## config.mk

```make
export PLATFORM = sky130hd
export DESIGN_NAME = uat_top
export DESIGN_NICKNAME = d
export VERILOG_FILES = /design/src/include/uat_pkg.sv /design/src/rtl/uat_sync.sv /design/src/rtl/uat_timer2.sv /design/src/rtl/uat_top.sv
export VERILOG_INCLUDE_DIRS = /design/src /design/src/include
export SDC_FILE = /design/constraint.sdc
export NUM_CORES = 1
export LEC_CHECK = 0
export BUFFER_PORTS_ARGS = -buffer_cell sky130_fd_sc_hd__buf_2
export CORE_ASPECT_RATIO = 0.75
export CORE_MARGIN = 8
export CORE_UTILIZATION = 45
export CTS_BUF_LIST = sky130_fd_sc_hd__clkbuf_4 sky130_fd_sc_hd__clkbuf_8
export CTS_CLUSTER_DIAMETER = 200
export DETAILED_ROUTE_END_ITERATION = 6
export GPL_ROUTABILITY_DRIVEN = 0
export GPL_TIMING_DRIVEN = 0
export PLACE_DENSITY_LB_ADDON = 0.15
export SYNTH_ARGS = -nofsm -noshare
export SYNTH_HDL_FRONTEND = slang
export SYNTH_HIERARCHICAL = 1
export SYNTH_SLANG_ARGS = --single-unit
```

## constraint.sdc

```tcl
create_clock -name mclk -period 2.25 [get_ports mclk]
set_clock_uncertainty 0.05 [all_clocks]
set_input_delay 0.225 -clock mclk [delete_from_list [all_inputs] [get_ports mclk]]
set_output_delay 0.225 -clock mclk [all_outputs]
set_load 0.02 [all_outputs]
```

## src/include/uat_params.svh

```systemverilog
// Register offsets, bit positions, reset values and bit-timing counts of the serial port.
`ifndef UAT_PARAMS_SVH
`define UAT_PARAMS_SVH
`define UAT_A_SERIAL_CONTROL   8'h98
`define UAT_A_SERIAL_BUFFER   8'h99
`define UAT_A_T2CTL  8'hC8
`define UAT_A_RCAPL  8'hCA
`define UAT_A_RCAPH  8'hCB
`define UAT_A_CNTL   8'hCC
`define UAT_A_CNTH   8'hCD
`define UAT_SC_MHI    7
`define UAT_SC_MLO    6
`define UAT_SC_MP     5
`define UAT_SC_RXEN   4
`define UAT_SC_TX9    3
`define UAT_SC_RX9    2
`define UAT_SC_TXDONE 1
`define UAT_SC_RXDONE 0
`define UAT_T2_OVF    7
`define UAT_T2_EXT    6
`define UAT_T2_RXB    5
`define UAT_T2_TXB    4
`define UAT_T2_EXTEN  3
`define UAT_T2_RUN    2
`define UAT_T2_CTR    1
`define UAT_T2_CAPSEL 0
`define UAT_RST_SERIAL_CONTROL  8'h00
`define UAT_RST_T2CTL 8'h00
`define UAT_SUB_MID   4'h7
`define UAT_SUB_LAST  4'hF
`define UAT_M0_LAST   4'h7
`define UAT_STOP8     4'h9
`define UAT_STOP9     4'hA
`define UAT_CNT_MAX   16'hFFFF
`endif

```

## src/include/uat_pkg.sv

```systemverilog
// Types shared by the serial port, its Timer 2 and the pin synchroniser.
package uat_pkg;
  // Serial modes in the order of the two mode select bits.
  typedef enum logic [1:0] {UAT_M_SHIFT, UAT_M_A8, UAT_M_F9, UAT_M_V9} uat_mode_t;
  // Register access strobes from the core.
  typedef struct packed {
    logic [7:0] addr;
    logic       wr;
    logic       rd;
    logic [7:0] wdata;
  } uat_bus_t;
  // Pin levels: serial input, trigger input, count input.
  typedef struct packed {
    logic rxd;
    logic ext;
    logic t2in;
  } uat_pins_t;
  // Synchroniser stages.
  typedef struct packed {
    uat_pins_t s1;
    uat_pins_t s2;
  } uat_sync_t;
  // Timer 2 state, also its output bundle.
  typedef struct packed {
    logic [7:0]  con;
    logic [15:0] cnt;
    logic [15:0] rcap;
    logic        pre;
    logic        ovf;
  } uat_t2_t;
  // Serial port state.
  typedef struct packed {
    logic [7:0]  serial_control;
    logic [7:0]  rxbuf;
    logic [10:0] txsh;
    logic        tx_busy;
    logic [3:0]  tx_bit;
    logic [3:0]  tx_sub;
    logic        tx_half;
    logic        rx_busy;
    logic [3:0]  rx_bit;
    logic [3:0]  rx_sub;
    logic        rx_half;
    logic [8:0]  rxsh;
    uat_pins_t   pin_prev;
    logic        txd;
    logic        rxd_o;
    logic        rxd_oe;
    logic [7:0]  rdata;
    logic        irq_ser;
    logic        irq_t2;
  } uat_ser_t;
endpackage

```

## src/rtl/uat_sync.sv

```systemverilog
// Two-stage synchroniser for the three input pins.
`timescale 1ns/1ps
module uat_sync import uat_pkg::*; (
  input  wire logic mclk,
  input  wire logic nrst,
  input  wire logic ce,
  input  uat_pins_t pin_in,
  output uat_pins_t pin_out
);
  uat_sync_t s_ff;   // Both stages.
  uat_sync_t nxt_s;  // Next value of both stages.

  // Only the second stage is visible, so a metastable first stage never reaches logic.
  assign pin_out = s_ff.s2;

  // The second stage copies the first, the first copies the pins.
  always_comb begin
    nxt_s.s1 = pin_in;
    nxt_s.s2 = s_ff.s1;
  end

  // Idle lines are high, so reset to high to avoid a false falling edge.
  always_ff @(posedge mclk or negedge nrst) begin
    if (!nrst) begin
      s_ff <= '1;
    end else if (ce) begin
      s_ff <= nxt_s;
    end
  end
endmodule

```

## src/rtl/uat_timer2.sv

```systemverilog
// Timer 2: autoreload, capture and baud generator modes with trigger input.
`timescale 1ns/1ps
`include "uat_params.svh"
module uat_timer2 import uat_pkg::*; (
  input  wire logic mclk,
  input  wire logic nrst,
  input  wire logic ce,
  input  uat_bus_t  bus,
  input  wire logic ext_fall,
  input  wire logic cnt_fall,
  output uat_t2_t   t2
);
  uat_t2_t s_ff;    // Timer state.
  uat_t2_t nxt_s;   // Next timer state.
  logic    run;     // Timer running.
  logic    baud;    // Either baud select bit set.
  logic    cap;     // Capture mode in force.
  logic    inc;     // Count step this cycle.
  logic    wrap;    // Count rolls over this cycle.
  logic    ext_ev;  // Enabled trigger edge.

  assign t2 = s_ff;

  // Mode decode, counting, reload, capture, then writes, then flag sets.
  always_comb begin
    nxt_s = s_ff;
    nxt_s.ovf = 1'b0;
    run  = s_ff.con[`UAT_T2_RUN];
    baud = s_ff.con[`UAT_T2_RXB] | s_ff.con[`UAT_T2_TXB];
    cap  = s_ff.con[`UAT_T2_CAPSEL] & ~baud;
    // As a baud generator on the internal clock the timer steps every second clock.
    nxt_s.pre = run & baud & ~s_ff.pre;
    inc  = run & (s_ff.con[`UAT_T2_CTR] ? cnt_fall : (~baud | s_ff.pre));
    wrap = inc & (s_ff.cnt == `UAT_CNT_MAX);
    ext_ev = run & s_ff.con[`UAT_T2_EXTEN] & ext_fall;
    if (inc) begin
      nxt_s.cnt = s_ff.cnt + 16'h0001;
    end
    if (wrap) begin
      nxt_s.ovf = 1'b1;
      if (!cap) begin
        nxt_s.cnt = s_ff.rcap;
      end
    end
    // A trigger edge in baud mode only raises the flag.
    if (ext_ev && !baud) begin
      if (cap) begin
        nxt_s.rcap = s_ff.cnt;
      end else begin
        nxt_s.cnt = s_ff.rcap;
      end
    end
    // Software writes override the data registers.
    if (bus.wr) begin
      if (bus.addr == `UAT_A_T2CTL) begin
        nxt_s.con = bus.wdata;
      end else if (bus.addr == `UAT_A_RCAPL) begin
        nxt_s.rcap[7:0] = bus.wdata;
      end else if (bus.addr == `UAT_A_RCAPH) begin
        nxt_s.rcap[15:8] = bus.wdata;
      end else if (bus.addr == `UAT_A_CNTL) begin
        nxt_s.cnt[7:0] = bus.wdata;
      end else if (bus.addr == `UAT_A_CNTH) begin
        nxt_s.cnt[15:8] = bus.wdata;
      end
    end
    // Flag sets come last so an event beats a clear in the same cycle.
    if (wrap && !baud) begin
      nxt_s.con[`UAT_T2_OVF] = 1'b1;
    end
    if (ext_ev) begin
      nxt_s.con[`UAT_T2_EXT] = 1'b1;
    end
  end

  // State register; the clock enable freezes everything.
  always_ff @(posedge mclk or negedge nrst) begin
    if (!nrst) begin
      s_ff <= '0;
      s_ff.con <= `UAT_RST_T2CTL;
    end else if (ce) begin
      s_ff <= nxt_s;
    end
  end
endmodule

```

## src/rtl/uat_top.sv

```systemverilog
// Serial port with shift and asynchronous modes; the 8-bit and variable 9-bit modes are clocked by Timer 1 or Timer 2.
// Operation
// - Timer 2 mode from run, baud, capture bits.
// - Autoreload rollover sets flag and reloads count.
// - Trigger edge in autoreload reloads, sets flag.
// - Capture mode counts freely, overflow flag set.
// - Trigger edge in capture copies count, flags.
// - Baud mode never sets the overflow flag.
// - Baud mode still sets the trigger flag.
// - Async transmit and receive run independently, simultaneously; shift receive waits for transmit idle.
// - New byte overwrites an unread received byte.
// - Buffer write starts transmit; read returns receive.
// - Mode bits pick shift, 8-bit, 9-bit framing.
// - 8-bit multiprocessor needs a valid stop bit.
// - 9-bit multiprocessor drops frames with ninth zero.
// - Receiver works only while receive enable set.
// - 9-bit frames send the programmed ninth bit.
// - Received ninth or stop bit is latched.
// - Transmit done at eighth bit or stop start.
// - Receive done at eighth bit or mid stop.
// - Async frame: start zero, LSB first, stop one.
// - Shift receive starts when done clear, enabled.
// - In 8-bit and variable 9-bit modes, baud select bits choose Timer 2 or Timer 1.
// - Timer 2 rate: sixteen overflows per bit.
`timescale 1ns/1ps
`include "uat_params.svh"
module uat_top import uat_pkg::*; (
  input  wire logic  mclk,
  input  wire logic  nrst,
  input  wire logic  ce,
  input  uat_bus_t   sfr,
  input  wire logic  t1_ovf,
  input  wire logic  smod,
  input  uat_pins_t  pins,
  output logic [7:0] sfr_rdata,
  output logic       txd_out,
  output logic       rxd_out,
  output logic       rxd_oe,
  output logic       irq_serial,
  output logic       irq_timer2
);
  uat_pins_t pin_s;     // Synchronised pins.
  uat_t2_t   t2;        // Timer 2 state.
  uat_ser_t  s_ff;      // Serial port state.
  uat_ser_t  nxt_s;     // Next serial port state.
  uat_mode_t mode;      // Current serial mode.
  logic      m0;        // Shift register mode.
  logic      nine;      // One of the 9-bit modes.
  logic [3:0] stop_at;  // Bit index of the stop bit.
  logic      ext_fall;  // Falling edge on the trigger pin.
  logic      cnt_fall;  // Falling edge on the count pin.
  logic      wr_serial_control;   // Control register write.
  logic      wr_serial_buffer;   // Buffer write.
  logic      src_tx;    // Transmit rate source pulse.
  logic      half_tx;   // Transmit rate halved.
  logic      tick_tx;   // Transmit sixteenth-bit tick.
  logic      src_rx;    // Receive rate source pulse.
  logic      half_rx;   // Receive rate halved.
  logic      tick_rx;   // Receive sixteenth-bit tick.
  logic      rx_fin;    // Last receive sample taken.
  logic      rx_ok;     // Finished frame is accepted.
  logic      phase;     // Shift clock phase in shift mode.
  logic [7:0] rx_data;  // Data byte of a finished frame.

  // Picks the rate source and whether it is halved.
  function automatic logic [1:0] pace(input uat_mode_t m, input logic sel2,
                                      input logic o2, input logic o1, input logic sm);
    logic var_rt;
    var_rt = (m == UAT_M_A8) || (m == UAT_M_V9);
    if (!var_rt) begin
      pace = {1'b1, ~sm};
    end else if (sel2) begin
      pace = {o2, 1'b0};
    end else begin
      pace = {o1, ~sm};
    end
  endfunction

  // Pins cross into the clock domain here.
  uat_sync u_sync (
    .mclk    (mclk),
    .nrst    (nrst),
    .ce      (ce),
    .pin_in  (pins),
    .pin_out (pin_s)
  );

  // Timer 2 sees falling edges only.
  uat_timer2 u_t2 (
    .mclk     (mclk),
    .nrst     (nrst),
    .ce       (ce),
    .bus      (sfr),
    .ext_fall (ext_fall),
    .cnt_fall (cnt_fall),
    .t2       (t2)
  );

  // Every output is a flip-flop of the state.
  assign sfr_rdata  = s_ff.rdata;
  assign txd_out    = s_ff.txd;
  assign rxd_out    = s_ff.rxd_o;
  assign rxd_oe     = s_ff.rxd_oe;
  assign irq_serial = s_ff.irq_ser;
  assign irq_timer2 = s_ff.irq_t2;

  // Edge detection, rate ticks, both engines, bus access and pin drive.
  always_comb begin
    nxt_s = s_ff;
    rx_fin = 1'b0;
    rx_ok = 1'b0;
    mode = uat_mode_t'(s_ff.serial_control[`UAT_SC_MHI:`UAT_SC_MLO]);
    m0 = (mode == UAT_M_SHIFT);
    nine = (mode == UAT_M_F9) || (mode == UAT_M_V9);
    stop_at = nine ? `UAT_STOP9 : `UAT_STOP8;
    // A falling edge is a high sample followed by a low one.
    ext_fall = s_ff.pin_prev.ext & ~pin_s.ext;
    cnt_fall = s_ff.pin_prev.t2in & ~pin_s.t2in;
    nxt_s.pin_prev = pin_s;
    wr_serial_control = sfr.wr && (sfr.addr == `UAT_A_SERIAL_CONTROL);
    wr_serial_buffer = sfr.wr && (sfr.addr == `UAT_A_SERIAL_BUFFER);

    // Each direction has its own rate divider.
    {src_tx, half_tx} = pace(mode, t2.con[`UAT_T2_TXB], t2.ovf, t1_ovf, smod);
    {src_rx, half_rx} = pace(mode, t2.con[`UAT_T2_RXB], t2.ovf, t1_ovf, smod);
    tick_tx = src_tx & (~half_tx | s_ff.tx_half);
    tick_rx = src_rx & (~half_rx | s_ff.rx_half);
    if (src_tx) begin
      nxt_s.tx_half = ~s_ff.tx_half;
    end
    if (src_rx) begin
      nxt_s.rx_half = ~s_ff.rx_half;
    end

    // Software writes come first so hardware flag sets win.
    if (wr_serial_control) begin
      nxt_s.serial_control = sfr.wdata;
    end

    // Transmit engine, independent of the receive engine.
    if (s_ff.tx_busy) begin
      if (m0) begin
        // Two clocks per bit: shift clock low, then high.
        nxt_s.tx_sub[0] = ~s_ff.tx_sub[0];
        if (s_ff.tx_sub[0]) begin
          nxt_s.txsh = {1'b1, s_ff.txsh[10:1]};
          nxt_s.tx_bit = s_ff.tx_bit + 4'h1;
          if (s_ff.tx_bit == `UAT_M0_LAST) begin
            nxt_s.tx_busy = 1'b0;
            nxt_s.serial_control[`UAT_SC_TXDONE] = 1'b1;
          end
        end
      end else if (tick_tx) begin
        nxt_s.tx_sub = s_ff.tx_sub + 4'h1;
        if (s_ff.tx_sub == `UAT_SUB_LAST) begin
          // Shift in ones so the line rests high after the stop bit.
          nxt_s.txsh = {1'b1, s_ff.txsh[10:1]};
          nxt_s.tx_bit = s_ff.tx_bit + 4'h1;
          if (s_ff.tx_bit == stop_at) begin
            nxt_s.tx_busy = 1'b0;
          end
          if (nxt_s.tx_bit == stop_at) begin
            nxt_s.serial_control[`UAT_SC_TXDONE] = 1'b1;
          end
        end
      end
    end

    // A buffer write loads the frame and restarts the transmitter.
    if (wr_serial_buffer) begin
      nxt_s.tx_busy = 1'b1;
      nxt_s.tx_bit = 4'h0;
      nxt_s.tx_sub = 4'h0;
      if (m0) begin
        nxt_s.txsh = {3'b111, sfr.wdata};
      end else begin
        // Stop, ninth bit (the only stop bit sent in 8-bit mode), data, start.
        nxt_s.txsh = {1'b1, nine ? s_ff.serial_control[`UAT_SC_TX9] : 1'b1, sfr.wdata, 1'b0};
      end
    end

    // Receive engine; clearing the enable aborts any frame in progress.
    if (!s_ff.serial_control[`UAT_SC_RXEN]) begin
      nxt_s.rx_busy = 1'b0;
    end else if (s_ff.rx_busy) begin
      if (m0) begin
        nxt_s.rx_sub[0] = ~s_ff.rx_sub[0];
        if (s_ff.rx_sub[0]) begin
          nxt_s.rxsh = {pin_s.rxd, s_ff.rxsh[8:1]};
          nxt_s.rx_bit = s_ff.rx_bit + 4'h1;
          if (s_ff.rx_bit == `UAT_M0_LAST) begin
            rx_fin = 1'b1;
            nxt_s.rx_busy = 1'b0;
          end
        end
      end else if (tick_rx) begin
        nxt_s.rx_sub = s_ff.rx_sub + 4'h1;
        // Sample at the middle of each bit.
        if (s_ff.rx_sub == `UAT_SUB_MID) begin
          nxt_s.rx_bit = s_ff.rx_bit + 4'h1;
          if (s_ff.rx_bit == 4'h0) begin
            // A start bit that is high again at mid-bit was noise.
            if (pin_s.rxd) begin
              nxt_s.rx_busy = 1'b0;
            end
          end else if (s_ff.rx_bit == stop_at) begin
            rx_fin = 1'b1;
            nxt_s.rx_busy = 1'b0;
          end else begin
            nxt_s.rxsh = {pin_s.rxd, s_ff.rxsh[8:1]};
          end
        end
      end
    end else if (m0 ? (~s_ff.serial_control[`UAT_SC_RXDONE] & ~s_ff.tx_busy)
                    : (s_ff.pin_prev.rxd & ~pin_s.rxd)) begin
      nxt_s.rx_busy = 1'b1;
      nxt_s.rx_bit = 4'h0;
      nxt_s.rx_sub = 4'h0;
    end

    // Nine-bit frames hold data in the low byte, others one place up.
    rx_data = nine ? nxt_s.rxsh[7:0] : nxt_s.rxsh[8:1];
    if (rx_fin) begin
      if (m0 || !s_ff.serial_control[`UAT_SC_MP]) begin
        rx_ok = 1'b1;
      end else if (nine) begin
        rx_ok = s_ff.rxsh[8];
      end else begin
        rx_ok = pin_s.rxd;
      end
    end
    // An unread byte is simply overwritten; no overrun flag exists.
    if (rx_ok) begin
      nxt_s.rxbuf = rx_data;
      nxt_s.serial_control[`UAT_SC_RXDONE] = 1'b1;
      if (!m0) begin
        nxt_s.serial_control[`UAT_SC_RX9] = nine ? s_ff.rxsh[8] : pin_s.rxd;
      end
    end

    // Shift mode drives data on the serial pin and the clock on the transmit pin.
    phase = nxt_s.tx_busy ? nxt_s.tx_sub[0] : nxt_s.rx_sub[0];
    nxt_s.rxd_oe = m0 & nxt_s.tx_busy;
    nxt_s.rxd_o = nxt_s.txsh[0];
    if (m0) begin
      nxt_s.txd = ~(nxt_s.tx_busy | nxt_s.rx_busy) | phase;
    end else begin
      nxt_s.txd = ~nxt_s.tx_busy | nxt_s.txsh[0];
    end

    // Registered read data, one cycle after the read strobe.
    if (sfr.rd) begin
      if (sfr.addr == `UAT_A_SERIAL_CONTROL) begin
        nxt_s.rdata = s_ff.serial_control;
      end else if (sfr.addr == `UAT_A_SERIAL_BUFFER) begin
        nxt_s.rdata = s_ff.rxbuf;
      end else if (sfr.addr == `UAT_A_T2CTL) begin
        nxt_s.rdata = t2.con;
      end else if (sfr.addr == `UAT_A_RCAPL) begin
        nxt_s.rdata = t2.rcap[7:0];
      end else if (sfr.addr == `UAT_A_RCAPH) begin
        nxt_s.rdata = t2.rcap[15:8];
      end else if (sfr.addr == `UAT_A_CNTL) begin
        nxt_s.rdata = t2.cnt[7:0];
      end else if (sfr.addr == `UAT_A_CNTH) begin
        nxt_s.rdata = t2.cnt[15:8];
      end else begin
        nxt_s.rdata = 8'h00;
      end
    end

    // The serial request rises with its flags; the Timer 2 request follows its flags by one cycle.
    nxt_s.irq_ser = nxt_s.serial_control[`UAT_SC_TXDONE] | nxt_s.serial_control[`UAT_SC_RXDONE];
    nxt_s.irq_t2 = t2.con[`UAT_T2_OVF] | t2.con[`UAT_T2_EXT];
  end

  // State register; the idle lines reset high.
  always_ff @(posedge mclk or negedge nrst) begin
    if (!nrst) begin
      s_ff <= '0;
      s_ff.serial_control <= `UAT_RST_SERIAL_CONTROL;
      s_ff.pin_prev <= '1;
      s_ff.txd <= 1'b1;
    end else if (ce) begin
      s_ff <= nxt_s;
    end
  end
endmodule

```

==> impl_metrics.tcl <==
set metrics [dict create \
    cts-buffers-inserted 17 \
    fill_cells 1475 \
    insertion_delay_ns 0.45 \
    setup_violations 17 \
    grt_max_degree 82 \
    diodes 0 \
    ys_seq_area_share_pct 40.0 \
    worstRegToRegCells 7 \
    ctsHtreeMaxLevel 4 \
    cp.required_ns 2.57 \
    gr-usage-met2_pct 31.6 \
    worstSetupEndpointType "flip-flop" \
    areaGrowthSynthToFinish_pct 21.4 \
    ir_worst_vdd_mv 0.509 \
    crit_type "flip-flop to flip-flop" \
    synth_xor_area_share_pct 2.34 \
    vias_per_cell 6.24 \
    grt_usage_pct 22.8 \
    multiInputGateArea_um2 4350 \
    io_pins 39 \
    top_usage_layer "met1" \
    met1_usage_pct 33.7 \
    clk_pin_slew_ns 0.08 \
    ant_nets 0 \
    ys_ff_latch 119 \
    min_from "sfr[5]" \
    fin_setup_tns_ns -0.317 \
    dr.pass1.iters 5 \
    power_density_nw_per_um2 730 \
    fmax_ghz 0.439 \
    start_util_pct 45.2 \
    violations "negative setup slack" \
    timing_hold_violations_final 0 \
    slew-limit-headroom_pct 30.5 \
    synthAdderAreaFrac_pct 1.00 \
    r2r-start "s_ff[31]$_DFFE_PN0P_" \
    rows 41 \
    synthCells 800 \
    muxShareOfSynthArea_pct 10.5 \
    dieArea_um2 21100 \
    hold_path.class "input pin to flip-flop" \
    start_kind "flip-flop" \
    route.detailed.drc 0 \
    io_buffers 38 \
    root_buffer "clkbuf_8" \
    synth_edf_count 0 \
    layout.nets 930 \
    routed_wl_um 24000 \
    async_reset_ff_share_pct 100 \
    cts.sinks 119 \
    ctsLongestPathBuffers 2 \
    synth_common_cells "dfrtp_1 (109), nand2_1 (83), a21oi_1 (62), nor2_1 (59), o21ai_0 (33)" \
    die_h_um 128 \
    crit_chain "or3b_4, a311o_2, o2111ai_2, a21o_1, buf_12, mux2_4, o31ai_4" \
    crit_fanout 7 \
    outcome "finished with violations" \
    grt-ovfl-total 0 \
    fin_crit_ns 2.28 \
    timing_worst_slew_pin_value_ns 1.03 \
    yosysMostFrequentCell "dfrtp_1" \
    hold_depth 3 \
    drt_iter0_drc 850 \
    syn_nets 832 \
    synth_top_area_share_pct 36.4 \
    final_max_slew_viol_count 0 \
    cp_data_arrival_time_ns 2.60 \
    via_count 7030 \
    maxCapViolCount 0 \
    synthFlopType "dfrtp_1" \
    syn_area_um2 7480 \
    timing.final.ws_setup_ns -0.0303 \
    synth_area_leaders "dfrtp_1 (36%), nand2_1 (4.2%), a21oi_1 (4.1%), mux2i_1 (3.9%), mux2_2 (3.6%)" \
    synth_warnings 6 \
    totalPowerFinal_mw 6.64 \
    slowest_delay_ns 0.41 \
    die_x_um 165 \
    synth_top_family_by_area "compound AO/OA/AOI/OAI gates" \
    grt_pass1_vias 6536 \
    startpoint "s_ff[31]$_DFFE_PN0P_" \
    drive_above_1_share_pct 28.3 \
    synth-compound-area-share_pct 23.6 \
    crit_slowest_cell "dfrtp_1" \
    fin_crit_sh_pct 101 \
    yosys.cell_types.count 84 \
    leakage_nw 3.76 \
    synth_area_per_cell_um2 9.36 \
    pre_cts_ws_ns -0.623 \
    whs_ns 0.168 \
    rsz0062_at_grt "yes" \
    regArea_um2 3010 \
    yosys.area_share.simple_pct 17.4 \
    core_um2 16600 \
    synth.largest_area_cell "dfrtp_1" \
    post_drt_wl_per_cell_um 21.3 \
    post-dp-hpwl_um 16600 \
    grt_pass1_wl_um 37100 \
    antenna_found_initial 0 \
    met3_usage_pct 7.06 \
    cts_tree "built" \
]
-- registers in the layout, summed over array words and instances, names as in the netlist --
| name | cells |
|---|---|
| mode | 2 |
| u_t2/t2 | 42 |
| u_sync/pin_out | 3 |
| txd_out | 1 |
| rxd_oe | 1 |
| s_ff | 57 |
| sfr_rdata | 8 |
| u_sync/nxt_s | 3 |
| irq_serial | 1 |
| irq_timer2 | 1 |
-- critical path: cells and delay by family, from the launching register on --
kind,cells,cell delay [ns]
AO/OA/AOI/OAI,4,0.86
buffers and inverters,1,0.15
flip-flops,1,0.41
multiplexers,1,0.32
AND/OR/NAND/NOR,1,0.41
-- cells in the final DEF, fill, tap and decap left out, drive strengths merged, types with 15 or more instances in the layout --
cell and n:
mux2 39, o22ai 20, clkbuf 45, buf 106, a31oi 17, nor3 15, a21oi 63, nand2 83
nor2 60, inv 19, dfrtp 109, mux2i 29, o21ai 46, a2bb2oi 19, xor2 15
-- cells by family after synthesis --
group | Yosys count
mux | 68
flops | 119
simple gates | 254
compound gates | 257
fa+ha+maj | 6
xor+xnor | 20
buf+inv | 76
-- per-stage QoR --
stage,instances,instance area [um^2],util [%]
finish,1126,9090,54.9
global route,1126,9090,54.9
CTS,1106,8810,53.2
detailed placement,1054,7980,48.1
global placement,1053,7940,47.9
floorplan,800,7480,-
-- layer usage --
metal | routed length, um | vias up
li1 | - | 3167
met1 | 11000 | 3504
met2 | 10400 | 336
met3 | 2450 | 23
met4 | 221 | 0
met5 | 0 | -
-- area by class of cell --
cell class,count,share of cell area (%)
multi-input cells,605,47.9
clock inverters,12,1.94
inverters,20,0.826
well taps,215,2.96
clock buffers,20,2.96
plain buffers,50,3.19
flip-flops and latches,119,33.1
repair buffers,85,7.13
-- path summary, 6_finish.rpt --
check	to	slack, ns
setup reg to reg	s_ff[57]$_DFFE_PN0P_	-0.03
setup / recovery	s_ff[57]$_DFFE_PN0P_	-0.03
hold / removal	u_t2/t2[31]$_DFFE_PN0P_	0.17
min in group asynchronous	u_t2/t2[12]$_DFFE_PN0P_	0.20
max in group asynchronous	u_t2/t2[20]$_DFFE_PN0P_	1.17
hold reg to reg	s_ff[25]$_DFFE_PN0P_	0.42
-- power breakdown --
| group | leakage (nW) | total, mW | switching, mW | internal (mW) |
|---|---|---|---|---|
| combinational | 2.08 | 1.67 | 0.931 | 0.742 |
| clock | 0.210 | 2.19 | 0.912 | 1.27 |
| sequential | 1.47 | 2.78 | 0.311 | 2.47 |
| total | 3.76 | 6.64 | 2.15 | 4.48 |
-- repair_timing --
| item | 4_1_cts | 5_1_grt |
|---|---|---|
| endpoints found under the setup margin | 57 | 49 |
| cloned | 2 | 2 |
| hold endpoints to repair | 41 | 0 |
| setup buffers | 18 | 21 |
| resized for setup | 44 | 47 |
| pin swaps | 16 | 17 |
| hold buffers | 4 | 0 |
Power figures use the tool's default switching activity.
